===== config.mk =====
export PLATFORM = sky130hd
export DESIGN_NAME = tws_top
export DESIGN_NICKNAME = d
export VERILOG_FILES = /design/src/include/tws_pkg.sv /design/src/logic/tws_top.sv
export VERILOG_INCLUDE_DIRS = /design/src /design/src/include
export SDC_FILE = /design/constraint.sdc
export NUM_CORES = 1
export LEC_CHECK = 0
export BUFFER_PORTS_ARGS = -buffer_cell sky130_fd_sc_hd__buf_2
export CELL_PAD_IN_SITES_DETAIL_PLACEMENT = 0
export CELL_PAD_IN_SITES_GLOBAL_PLACEMENT = 1
export CORE_ASPECT_RATIO = 0.6
export CORE_UTILIZATION = 39
export DETAILED_ROUTE_END_ITERATION = 10
export PLACE_DENSITY_LB_ADDON = 0.15
export SYNTH_ARGS = -nofsm -noshare
export SYNTH_HDL_FRONTEND = slang
export SYNTH_SLANG_ARGS = --single-unit

===== constraint.sdc =====
create_clock -name MCLK_I -period 4 [get_ports MCLK_I]
set_clock_uncertainty 0.2 [all_clocks]
set_input_delay 0.2 -clock MCLK_I [delete_from_list [all_inputs] [get_ports MCLK_I]]
set_output_delay 0.2 -clock MCLK_I [all_outputs]
set_load 0.005 [all_outputs]

===== src/include/tws_consts.svh =====
// Constants of the two-wire serial register block: indices, resets, bits, codes.
// Assumes an APB bus with 32-bit words; byte address is four times the index.
`ifndef TWS_CONSTS_SVH
`define TWS_CONSTS_SVH

// Register indices (byte address = 4 * index)
`define TWS_IDX_RATE 8'hB8
`define TWS_IDX_STAT 8'hB9
`define TWS_IDX_ADDR 8'hBA
`define TWS_IDX_DATA 8'hBB
`define TWS_IDX_CTRL 8'hBC
`define TWS_IDX_MASK 8'hBD

// Reset values
`define TWS_RST_DATA 8'h01
`define TWS_RST_ADDR 8'h02
`define TWS_RST_MASK 7'h00
`define TWS_RST_RATE 8'h00

// Control register bit positions
`define TWS_B_DONE 7
`define TWS_B_ACK 6
`define TWS_B_STA 5
`define TWS_B_STO 4
`define TWS_B_EN 2
`define TWS_B_IE 0

// Status codes
`define TWS_ST_BUSERR 8'h00
`define TWS_ST_START 8'h08
`define TWS_ST_RSTART 8'h10
`define TWS_ST_SLAW_ACK 8'h18
`define TWS_ST_SLAW_NAK 8'h20
`define TWS_ST_MTD_ACK 8'h28
`define TWS_ST_MTD_NAK 8'h30
`define TWS_ST_ARB 8'h38
`define TWS_ST_SLAR_ACK 8'h40
`define TWS_ST_SLAR_NAK 8'h48
`define TWS_ST_MRD_ACK 8'h50
`define TWS_ST_MRD_NAK 8'h58
`define TWS_ST_OWN_W 8'h60
`define TWS_ST_GC 8'h70
`define TWS_ST_SRD_ACK 8'h80
`define TWS_ST_SRD_NAK 8'h88
`define TWS_ST_GCD_ACK 8'h90
`define TWS_ST_GCD_NAK 8'h98
`define TWS_ST_SSTOP 8'hA0
`define TWS_ST_OWN_R 8'hA8
`define TWS_ST_STD_ACK 8'hB8
`define TWS_ST_STD_NAK 8'hC0
`define TWS_ST_IDLE 8'hF8

`endif


===== src/include/tws_pkg.sv =====
// Types of the two-wire serial register block.
// Assumes tws_consts.svh holds the numeric constants.
package tws_pkg;
  typedef enum logic [2:0] {
    M_IDLE, M_START, M_BYTE, M_RS1, M_RS2, M_STOP1, M_STOP2
  } tws_state_t;
endpackage


===== src/logic/tws_top.sv =====
// Two-wire serial interface: APB registers, byte engine, master conditions.
// Assumes open-drain pins resolved outside and an APB master on MCLK_I.
// How it works
// - Data register holds byte to send, or byte last received.
// - Data register takes writes only while the job-done flag is set.
// - Data stays put while flag set; shifting out also shifts bus in.
// - Data register mirrors the last bus byte; reset loads 01.
// - Losing arbitration drops to slave without losing received bits.
// - Acknowledge is driven by hardware as set by the software ack-enable bit.
// - Job-done set at end of operation; SCL held low while set if master or addressed.
// - Job-done cleared only by writing one; clearing starts next step.
// - With ack enabled, ack own address, general call, received data.
// - Ack disabled means not addressable until enabled again.
// - START request waits for a free bus, then sends START.
// - Master STOP request sends STOP and clears itself afterwards.
// - Slave STOP request only unaddresses and releases both lines.
// - Write collision set by early data write, cleared by legal one.
// - Enable hands pins to the unit; disable aborts at once.
// - Interrupt asserted while enable, global enable and flag are set.
// - General call recognised only with address bit 0 set.
// - Own 7-bit address sits in address register bits 7:1.
// - Mask bits at one skip comparing the matching address bit.
// - Prescale code 0..3 selects bit-rate factor 1, 4, 16, 64.
// - Illegal START/STOP: status 00, release, clear STOP request.
//
// Local design decision: the APB slave port.
`timescale 1ns/1ps
`include "tws_consts.svh"

module tws_top
  import tws_pkg::*;
(
  input  wire logic        MCLK_I,
  input  wire logic        RESET_N_I,
  input  wire logic        PSEL_I,
  input  wire logic        PENABLE_I,
  input  wire logic        PWRITE_I,
  input  wire logic [11:0] PADDR_I,
  input  wire logic [31:0] PWDATA_I,
  output logic      [31:0] PRDATA_O,
  output logic             PREADY_O,
  output logic             PSLVERR_O,
  input  wire logic        GIE_I,
  input  wire logic        SCL_I,
  output logic             SCL_O,
  output logic             SCL_OE_O,
  input  wire logic        SDA_I,
  output logic             SDA_O,
  output logic             SDA_OE_O,
  output logic             IRQ_O
);

  // Software registers
  logic [7:0]  rate;
  logic [1:0]  ps;
  logic [7:0]  own;
  logic [7:1]  mask;
  logic        ack_en;
  logic        sta;
  logic        ie;
  logic        en;
  logic        job_done;
  logic        stop_req;
  logic        wc;
  logic        kick;
  logic [31:0] rd_q;
  logic        err_q;

  // Engine state
  tws_state_t  state;
  logic [7:0]  dreg;
  logic [3:0]  bitcnt;
  logic [14:0] tmr;
  logic [7:0]  code;
  logic        master;
  logic        addressed;
  logic        xmit;
  logic        rw;
  logic        gc;
  logic        lost;
  logic        addr_phase;
  logic        ack_rx;
  logic        sda_bit;
  logic        scl_lo;
  logic        busy;
  logic        done_evt;
  logic        stop_clr;

  // Pin synchronisers and edge history
  logic        scl_m;
  logic        scl_s;
  logic        scl_q;
  logic        sda_m;
  logic        sda_s;
  logic        sda_q;

  // Pins cross two flops; a third flop keeps the previous sample for edge detection
  always_ff @(posedge MCLK_I) begin
    if (!RESET_N_I) begin
      scl_m <= 1'h1;
      scl_s <= 1'h1;
      scl_q <= 1'h1;
      sda_m <= 1'h1;
      sda_s <= 1'h1;
      sda_q <= 1'h1;
    end else begin
      scl_m <= SCL_I;
      scl_s <= scl_m;
      scl_q <= scl_s;
      sda_m <= SDA_I;
      sda_s <= sda_m;
      sda_q <= sda_s;
    end
  end

  // Bus events
  wire logic rise      = !scl_q && scl_s;
  wire logic fall      = scl_q && !scl_s;
  wire logic start_det = scl_s && scl_q && sda_q && !sda_s;
  wire logic stop_det  = scl_s && scl_q && !sda_q && sda_s;
  wire logic gen       = !(state == M_IDLE || state == M_BYTE);
  wire logic snd       = master ? (addr_phase || xmit) : (addressed && xmit && !addr_phase);
  wire logic ack       = ack_rx;

  // Address compare with mask; general call only when enabled
  wire logic match  = ((dreg[7:1] ^ own[7:1]) & ~mask) == 7'h00;
  wire logic gc_hit = (dreg == 8'h00) && own[0];

  // Half SCL period: (rate + 1) scaled by 1, 4, 16 or 64
  wire logic [14:0] half = ({7'h00, rate} + 15'h0001) << {ps, 1'h0};
  wire logic        tdone = tmr >= half;

  // Any START or STOP inside a byte we take part in is illegal
  wire logic err = (start_det || stop_det) && (bitcnt != 4'h0)
                   && (addressed || (master && state == M_BYTE));

  // Status at the end of a byte
  wire logic [7:0] end_code =
    master ? (addr_phase ? (rw ? (ack ? `TWS_ST_SLAR_ACK : `TWS_ST_SLAR_NAK)
                               : (ack ? `TWS_ST_SLAW_ACK : `TWS_ST_SLAW_NAK))
                         : (xmit ? (ack ? `TWS_ST_MTD_ACK : `TWS_ST_MTD_NAK)
                                 : (ack ? `TWS_ST_MRD_ACK : `TWS_ST_MRD_NAK)))
    : addr_phase ? (gc ? `TWS_ST_GC : (xmit ? `TWS_ST_OWN_R : `TWS_ST_OWN_W))
    : xmit ? (ack ? `TWS_ST_STD_ACK : `TWS_ST_STD_NAK)
    : gc ? (ack ? `TWS_ST_GCD_ACK : `TWS_ST_GCD_NAK)
    : (ack ? `TWS_ST_SRD_ACK : `TWS_ST_SRD_NAK);

  // APB decode: word aligned, index in address bits 9:2
  wire logic [7:0] idx     = PADDR_I[9:2];
  wire logic       aligned = (PADDR_I[11:10] == 2'h0) && (PADDR_I[1:0] == 2'h0);
  wire logic       s_rate  = aligned && (idx == `TWS_IDX_RATE);
  wire logic       s_stat  = aligned && (idx == `TWS_IDX_STAT);
  wire logic       s_addr  = aligned && (idx == `TWS_IDX_ADDR);
  wire logic       s_data  = aligned && (idx == `TWS_IDX_DATA);
  wire logic       s_ctrl  = aligned && (idx == `TWS_IDX_CTRL);
  wire logic       s_mask  = aligned && (idx == `TWS_IDX_MASK);
  wire logic       mapped  = s_rate || s_stat || s_addr || s_data || s_ctrl || s_mask;
  wire logic       wr      = PSEL_I && PENABLE_I && PWRITE_I;
  wire logic [7:0] wd      = PWDATA_I[7:0];
  wire logic       ctl_wr  = wr && s_ctrl;
  wire logic       data_wr = wr && s_data;

  // Status reads idle code while no job is pending
  wire logic [7:0] stat_code = job_done ? code : `TWS_ST_IDLE;
  wire logic [7:0] stat_rd   = {stat_code[7:3], 1'h0, ps};
  wire logic [7:0] ctrl_rd = {job_done, ack_en, sta, stop_req, wc, en, 1'h0, ie};
  wire logic [7:0] rd_byte = s_rate ? rate : s_stat ? stat_rd : s_addr ? own
                           : s_data ? dreg : s_ctrl ? ctrl_rd
                           : s_mask ? {mask, 1'h0} : 8'h00;

  // Zero wait states; read data and error are latched in the setup cycle
  assign PREADY_O  = PSEL_I && PENABLE_I;
  assign PRDATA_O  = rd_q;
  assign PSLVERR_O = PREADY_O && err_q;

  // Open-drain pins: output low, enable while pulling down
  assign SCL_O    = 1'h0;
  assign SDA_O    = 1'h0;
  assign SCL_OE_O = en && (scl_lo || (job_done && addressed));
  assign SDA_OE_O = en && !sda_bit;
  assign IRQ_O    = ie && GIE_I && job_done;

  // APB read path
  always_ff @(posedge MCLK_I) begin
    if (!RESET_N_I) begin
      rd_q  <= 32'h0000_0000;
      err_q <= 1'h0;
    end else if (PSEL_I && !PENABLE_I) begin
      rd_q  <= {24'h00_0000, rd_byte};
      err_q <= !mapped;
    end
  end

  // Plain software registers; the START request is never cleared by hardware
  always_ff @(posedge MCLK_I) begin
    if (!RESET_N_I) begin
      rate   <= `TWS_RST_RATE;
      ps     <= 2'h0;
      own    <= `TWS_RST_ADDR;
      mask   <= `TWS_RST_MASK;
      ack_en <= 1'h0;
      sta    <= 1'h0;
      ie     <= 1'h0;
      en     <= 1'h0;
    end else begin
      if (wr && s_rate) rate <= wd;
      if (wr && s_stat) ps <= wd[1:0];
      if (wr && s_addr) own <= wd;
      if (wr && s_mask) mask <= wd[7:1];
      if (ctl_wr) begin
        ack_en <= wd[`TWS_B_ACK];
        sta    <= wd[`TWS_B_STA];
        ie     <= wd[`TWS_B_IE];
        en     <= wd[`TWS_B_EN];
      end
    end
  end

  // Flags shared with the engine; a hardware set beats a software clear
  always_ff @(posedge MCLK_I) begin
    if (!RESET_N_I) begin
      job_done <= 1'h0;
      stop_req <= 1'h0;
      wc       <= 1'h0;
      kick     <= 1'h0;
    end else begin
      job_done <= done_evt || (job_done && !(ctl_wr && wd[`TWS_B_DONE]));
      kick     <= ctl_wr && wd[`TWS_B_DONE] && job_done && !done_evt;
      if (data_wr) wc <= !job_done;
      if (ctl_wr) stop_req <= wd[`TWS_B_STO];
      else if (stop_clr) stop_req <= 1'h0;
    end
  end

  // Byte engine, master clock generator and condition sequencer
  always_ff @(posedge MCLK_I) begin
    if (!RESET_N_I) begin
      state      <= M_IDLE;
      dreg       <= `TWS_RST_DATA;
      bitcnt     <= 4'h0;
      tmr        <= 15'h0000;
      code       <= `TWS_ST_IDLE;
      master     <= 1'h0;
      addressed  <= 1'h0;
      xmit       <= 1'h0;
      rw         <= 1'h0;
      gc         <= 1'h0;
      lost       <= 1'h0;
      addr_phase <= 1'h0;
      ack_rx     <= 1'h0;
      sda_bit    <= 1'h1;
      scl_lo     <= 1'h0;
      busy       <= 1'h0;
      done_evt   <= 1'h0;
      stop_clr   <= 1'h0;
    end else begin
      done_evt <= 1'h0;
      stop_clr <= 1'h0;
      tmr      <= tdone ? tmr : tmr + 15'h0001;
      if (data_wr && job_done) dreg <= wd;
      if (!en) begin
        // Switched off: drop the transfer state and let go of both lines
        state      <= M_IDLE;
        master     <= 1'h0;
        addressed  <= 1'h0;
        lost       <= 1'h0;
        addr_phase <= 1'h0;
        bitcnt     <= 4'h0;
        sda_bit    <= 1'h1;
        scl_lo     <= 1'h0;
        busy       <= 1'h0;
      end else begin
        // Condition sequencer; timer restarts on every step except a return to M_IDLE
        unique case (state)
          M_IDLE: begin
            if (sta && !job_done && !busy) begin
              state   <= M_START;
              sda_bit <= 1'h0;
              tmr     <= 15'h0000;
            end
          end
          M_START: begin
            if (tdone) begin
              code       <= master ? `TWS_ST_RSTART : `TWS_ST_START;
              done_evt   <= 1'h1;
              master     <= 1'h1;
              scl_lo     <= 1'h1;
              addr_phase <= 1'h1;
              xmit       <= 1'h1;
              bitcnt     <= 4'h0;
              tmr        <= 15'h0000;
              state      <= M_BYTE;
            end
          end
          M_BYTE: begin
            if (kick && stop_req) begin
              state   <= M_STOP1;
              sda_bit <= 1'h0;
              tmr     <= 15'h0000;
            end else if (kick && sta) begin
              state   <= M_RS1;
              sda_bit <= 1'h1;
              tmr     <= 15'h0000;
            end else if (kick) begin
              sda_bit <= snd ? dreg[7] : 1'h1;
              tmr     <= 15'h0000;
            end else if (scl_lo) begin
              // Low phase is stretched while software owns the job; the timer
              // waits for the synchronised low so the fall is acted on first
              if (scl_s) begin
                tmr <= 15'h0000;
              end else if (tdone && !job_done && !done_evt) begin
                scl_lo <= 1'h0;
                tmr    <= 15'h0000;
              end
            end else if (!scl_s) begin
              tmr <= 15'h0000;
            end else if (tdone) begin
              scl_lo <= 1'h1;
              tmr    <= 15'h0000;
            end
          end
          M_RS1: begin
            if (tdone) begin
              scl_lo <= 1'h0;
              tmr    <= 15'h0000;
              state  <= M_RS2;
            end
          end
          M_RS2: begin
            if (!scl_s) begin
              tmr <= 15'h0000;
            end else if (tdone) begin
              sda_bit <= 1'h0;
              tmr     <= 15'h0000;
              state   <= M_START;
            end
          end
          M_STOP1: begin
            if (tdone) begin
              scl_lo <= 1'h0;
              tmr    <= 15'h0000;
              state  <= M_STOP2;
            end
          end
          M_STOP2: begin
            if (!scl_s) begin
              tmr <= 15'h0000;
            end else if (tdone) begin
              sda_bit  <= 1'h1;
              master   <= 1'h0;
              stop_clr <= 1'h1;
              state    <= M_IDLE;
            end
          end
        endcase

        // Slave side: kick releases or loads the first bit, or unaddresses
        if (kick && !master) begin
          if (stop_req) begin
            addressed <= 1'h0;
            sda_bit   <= 1'h1;
            stop_clr  <= 1'h1;
          end else begin
            sda_bit <= snd ? dreg[7] : 1'h1;
          end
        end

        if (start_det) busy <= 1'h1;
        if (stop_det) busy <= 1'h0;

        if (err) begin
          code       <= `TWS_ST_BUSERR;
          done_evt   <= 1'h1;
          stop_clr   <= 1'h1;
          master     <= 1'h0;
          addressed  <= 1'h0;
          bitcnt     <= 4'h0;
          sda_bit    <= 1'h1;
          scl_lo     <= 1'h0;
          state      <= M_IDLE;
        end else if (start_det) begin
          bitcnt     <= 4'h0;
          addr_phase <= 1'h1;
          lost       <= 1'h0;
          if (!master) addressed <= 1'h0;
        end else if (stop_det && addressed) begin
          code      <= `TWS_ST_SSTOP;
          done_evt  <= 1'h1;
          addressed <= 1'h0;
          bitcnt    <= 4'h0;
          sda_bit   <= 1'h1;
        end else if (stop_det) begin
          bitcnt     <= 4'h0;
          addr_phase <= 1'h0;
        end else if (!gen && rise && bitcnt < 4'h9) begin
          // Shift in whatever is on the bus, even our own bits
          if (bitcnt < 4'h8 && !job_done) dreg <= {dreg[6:0], sda_s};
          if (bitcnt == 4'h8) ack_rx <= !sda_s;
          // Arbitration loss: stop clocking, keep shifting as a slave
          if (master && snd && sda_bit && !sda_s && bitcnt < 4'h8) begin
            master <= 1'h0;
            lost   <= 1'h1;
            scl_lo <= 1'h0;
            state  <= M_IDLE;
          end
          bitcnt <= bitcnt + 4'h1;
        end else if (!gen && fall && bitcnt == 4'h8) begin
          // Acknowledge slot
          if (addr_phase && !master) begin
            if ((match || gc_hit) && ack_en) begin
              addressed <= 1'h1;
              xmit      <= dreg[0];
              gc        <= gc_hit;
              sda_bit   <= 1'h0;
            end else begin
              addressed <= 1'h0;
              sda_bit   <= 1'h1;
            end
          end else if (addr_phase) begin
            rw      <= dreg[0];
            sda_bit <= 1'h1;
          end else if (!xmit && (master || addressed)) begin
            sda_bit <= !ack_en;
          end else begin
            sda_bit <= 1'h1;
          end
        end else if (!gen && fall && bitcnt == 4'h9) begin
          // End of byte: hand the job to software
          bitcnt     <= 4'h0;
          addr_phase <= 1'h0;
          sda_bit    <= 1'h1;
          if (master) begin
            code     <= end_code;
            done_evt <= 1'h1;
            if (addr_phase) xmit <= !rw;
          end else if (addressed) begin
            code     <= end_code;
            done_evt <= 1'h1;
            if (!ack_rx && !addr_phase) addressed <= 1'h0;
          end else if (lost) begin
            code     <= `TWS_ST_ARB;
            done_evt <= 1'h1;
            lost     <= 1'h0;
          end
        end else if (!gen && fall && bitcnt != 4'h0) begin
          sda_bit <= snd ? dreg[7] : 1'h1;
        end
      end
    end
  end

  // Checks
  chk_irq_level: assert property (@(posedge MCLK_I) disable iff (!RESET_N_I)
    IRQ_O == (ie && GIE_I && job_done)) else $error("irq level wrong");
  chk_scl_stretch: assert property (@(posedge MCLK_I) disable iff (!RESET_N_I)
    (en && job_done && master && state == M_BYTE) |-> SCL_OE_O) else $error("scl not held");
  chk_data_stable: assert property (@(posedge MCLK_I) disable iff (!RESET_N_I)
    (job_done && $past(job_done) && !$past(data_wr)) |-> $stable(dreg)) else $error("data moved");
  chk_data_write: assert property (@(posedge MCLK_I) disable iff (!RESET_N_I)
    (data_wr && job_done) |=> dreg == $past(wd)) else $error("data write lost");
  chk_wc_set: assert property (@(posedge MCLK_I) disable iff (!RESET_N_I)
    (data_wr && !job_done) |=> wc ##1 (wc || $past(data_wr))) else $error("wc not set");
  chk_wc_clear: assert property (@(posedge MCLK_I) disable iff (!RESET_N_I)
    (data_wr && job_done) |=> !wc) else $error("wc not cleared");
  chk_stop_clear: assert property (@(posedge MCLK_I) disable iff (!RESET_N_I)
    (stop_clr && !ctl_wr) |=> !stop_req) else $error("stop not cleared");
  chk_en_off: assert property (@(posedge MCLK_I) disable iff (!RESET_N_I)
    !en |=> (state == M_IDLE && !master && !addressed)) else $error("not aborted");
  chk_job_clear: assert property (@(posedge MCLK_I) disable iff (!RESET_N_I)
    (ctl_wr && wd[`TWS_B_DONE] && job_done && !done_evt) |=> (!job_done && kick))
    else $error("job clear failed");
  chk_bus_error: assert property (@(posedge MCLK_I) disable iff (!RESET_N_I)
    (en && err) |=> (code == `TWS_ST_BUSERR && !master && !addressed) ##1 job_done)
    else $error("bus error not reported");

endmodule


==> impl_metrics.ini <==
[final_layout]
multiInputGateArea_um2 = 4130
fin_util = 0.451
layout_commonest_cell = dfxtp_1
nFillCells = 1572
most-common-layout-cells = 96 x dfxtp_1, 92 x nor2_1, 52 x nand2_1
final_cells = 1047
antenna_cells = 0
final_cell_area_um2 = 7090
layout-drive-gt1-share = 0.109
ff_latch_area_um2 = 1920
synthToLayoutAreaGrowth_pct = 10.0
layout.nets = 917

[floorplanning]
core_um2 = 15700
start_util = 0.410
die_w_um = 168
num_rows = 35
fp.dieArea_um2 = 17100
io_pins = 91
die-height_um = 102

[synthesis]
synth_top_area_frac = 0.298
synthArstFlopShare = 0
synth_cell_types = 69
syn_area_per_cell_um2 = 7.84
ys_warn_count = 0
synthFlopType = dfxtp_1
syn_inst = 822
synth_top_area_cell = dfxtp_1
synth.area.top_cells = dfxtp_1 30%, mux2i_1 7.6%, nor2_1 5.4%
ys_seq_elements = 96
yosysSeqAreaShare = 0.298
syn-cell-area_um2 = 6440
synth-edff-count = 0

[cts]
post_cts_buffers = 0
cts_tree = done
cts_made_buffers = 9
htreeDepth = 3
clock_latency_ns = 0.35
root_buffer = clkbuf_16
cts_sinks = 96
clk_pin_slew_ns = 0.08
clk_path_buf_depth = 2

[placement]
portBuffers = 40
dpl_cell_area_um2 = 6740
placed_cells = 1028
dp_slack_ns = -0.0443
dp_hpwl_um = 14600
routabilityCongestion = 0.917

[min_path]
hp-class = in -> reg
min_from = PWDATA_I[3]
holdPathStages = 3
holdPathEnd = own[3]

[worst_setup_path]
critPathLaunchType = flip-flop
reg2reg_from = rate[1]
critical_path_class = reg -> reg
arrival_ns = 3.76
worstSetupEndpointType = flip-flop
r2r_slack_ns = 0.28
r2r_cells = 15
path_max_fanout = 13
critical_path_required_ns = 4.04
crit_start = rate[1]
r2r_end = addr_phase

[route]
drc = 0
firstDrtPassIters = 5
drt_iter0_drc = 563
viasPerCell = 5.89
wirelength_um = 19900
vias = 6165
wire_per_inst_um = 19.0
antenna_left = 0

[global_route]
antenna_found_initial = 0
gr-total-overflow = 0
grt_pass1_vias = 5568
grt_pass1_wl_um = 31600
grt_max_degree = 66
grtUsageTotal = 0.239

[sta]
fin_worst_hold_slack_ns = 0.0240
min_period_over_period = 0.929
min_period_ns = 3.72
relSlewSlack = 0.217
grt_setup_unrepaired = no
maxSlewViolCount = 0
layout_setup_ws_ns = 0.282
worst_slew_pin_slew_ns = 1.17
finalSetupViolCount = 0
fin_tns_setup_ns = 0
hold_violations = 0
max_freq_mhz = 269

[job]
cap_violations = 0

[run_status]
outcome = finished clean

[power_and_ir_drop]
ir_drop_mv = 0.184
leakage_nw = 2.71
power.density_nw_per_um2 = 331
finalPower_mw = 2.35
-- worst max-delay path: stages, from the launching register on --
cell      delay, ns
dfxtp_1        0.43
and3_1         0.21
and3_1         0.18
nand3_1        0.11
xor2_1         0.26
nor3_1         0.08
a31oi_1        0.23
ha_1           0.27
and2_1         0.17
a221oi_2       0.27
o21a_1         0.17
o21ai_1        0.09
inv_1          0.17
buf_4          0.26
nor2_1         0.14
o311a_1        0.35
-- repair_timing --
action / in CTS / in global routing
hold endpoints to repair: 3 / 0
setup endpoints to repair: 13 / 8
hold buffers: 3 / 0
cloned: 0 / 0
resized for setup: 1 / 6
pin swaps: 0 / 0
-- sequential cells by signal, indices dropped and copies added, names as in the netlist, 2 cells and up --
register  cells
dreg          8
mask          7
bitcnt        4
tmr          15
own           8
state         3
PRDATA_O      8
rate          8
code          5
ps            2
-- layer usage --
layer	wire, µm	track usage	vias to the layer above	part of all wire
li1	-	-	2981	-
met1	10400	0.383	2948	0.52
met2	8050	0.323	219	0.40
met3	1320	0.0379	17	0.066
met4	155	0.0508	0	0.0078
met5	0	0	-	0
-- logic make-up (layout without fill, tap and decap cells) --
logic type	count (synthesis)	in the layout	share of synthesized area
buffers and inverters	109	106	0.0802
other	1	26	0.000582
and+or+nand+nor	294	294	0.230
DFF	96	96	0.298
xor gates and xnor gates	25	25	0.0340
AOI/OAI and AO/OA	221	221	0.229
muxes	50	50	0.0778
adders and majority gates	26	26	0.0505
-- worst max path at each step --
stage	endpoint	slack, ns	depth (start not counted)
2_1_floorplan	tmr[0]	0.12	18
3_3_place_gp	tmr[1]	0.09	13
3_5_place_dp	tmr[8]	-0.04	13
4_1_cts	code[6]	0.22	14
5_1_grt	tmr[0]	0.01	17
6_report	addr_phase	0.28	15
-- Yosys cell counts (all sizes together), types with 6 or more instances --
library cell,number
dfxtp,96
nor2,92
nand2,52
a21oi,51
clkbuf,51
mux2i,49
o21ai,45
buf,33
a211oi,30
nor3,27
ha,26
inv,24
nand3,24
o211ai,17
xor2,17
nand2b,16
a31oi,13
nor2b,13
and3,12
and2,11
xnor2,8
nand4,7
nor4,7
or3,7
nand3b,6
nor3b,6
-- where the power goes --
part           switching, mW  internal [mW]  leakage, nW
Sequential            0.0285          0.973        0.776
Combinational          0.316          0.147         1.79
Clock                  0.440          0.443        0.143
Total                  0.784           1.56         2.71
-- cell type report --
type,instances,share of cell area
multi-input cells,642,0.582
flip-flops and latches,96,0.271
repair buffers,65,0.0558
well taps,203,0.0358
clock buffers,9,0.0318
inverters,25,0.0132
clock inverters,7,0.0102
Note: power is estimated with default switching activity, not from simulation.
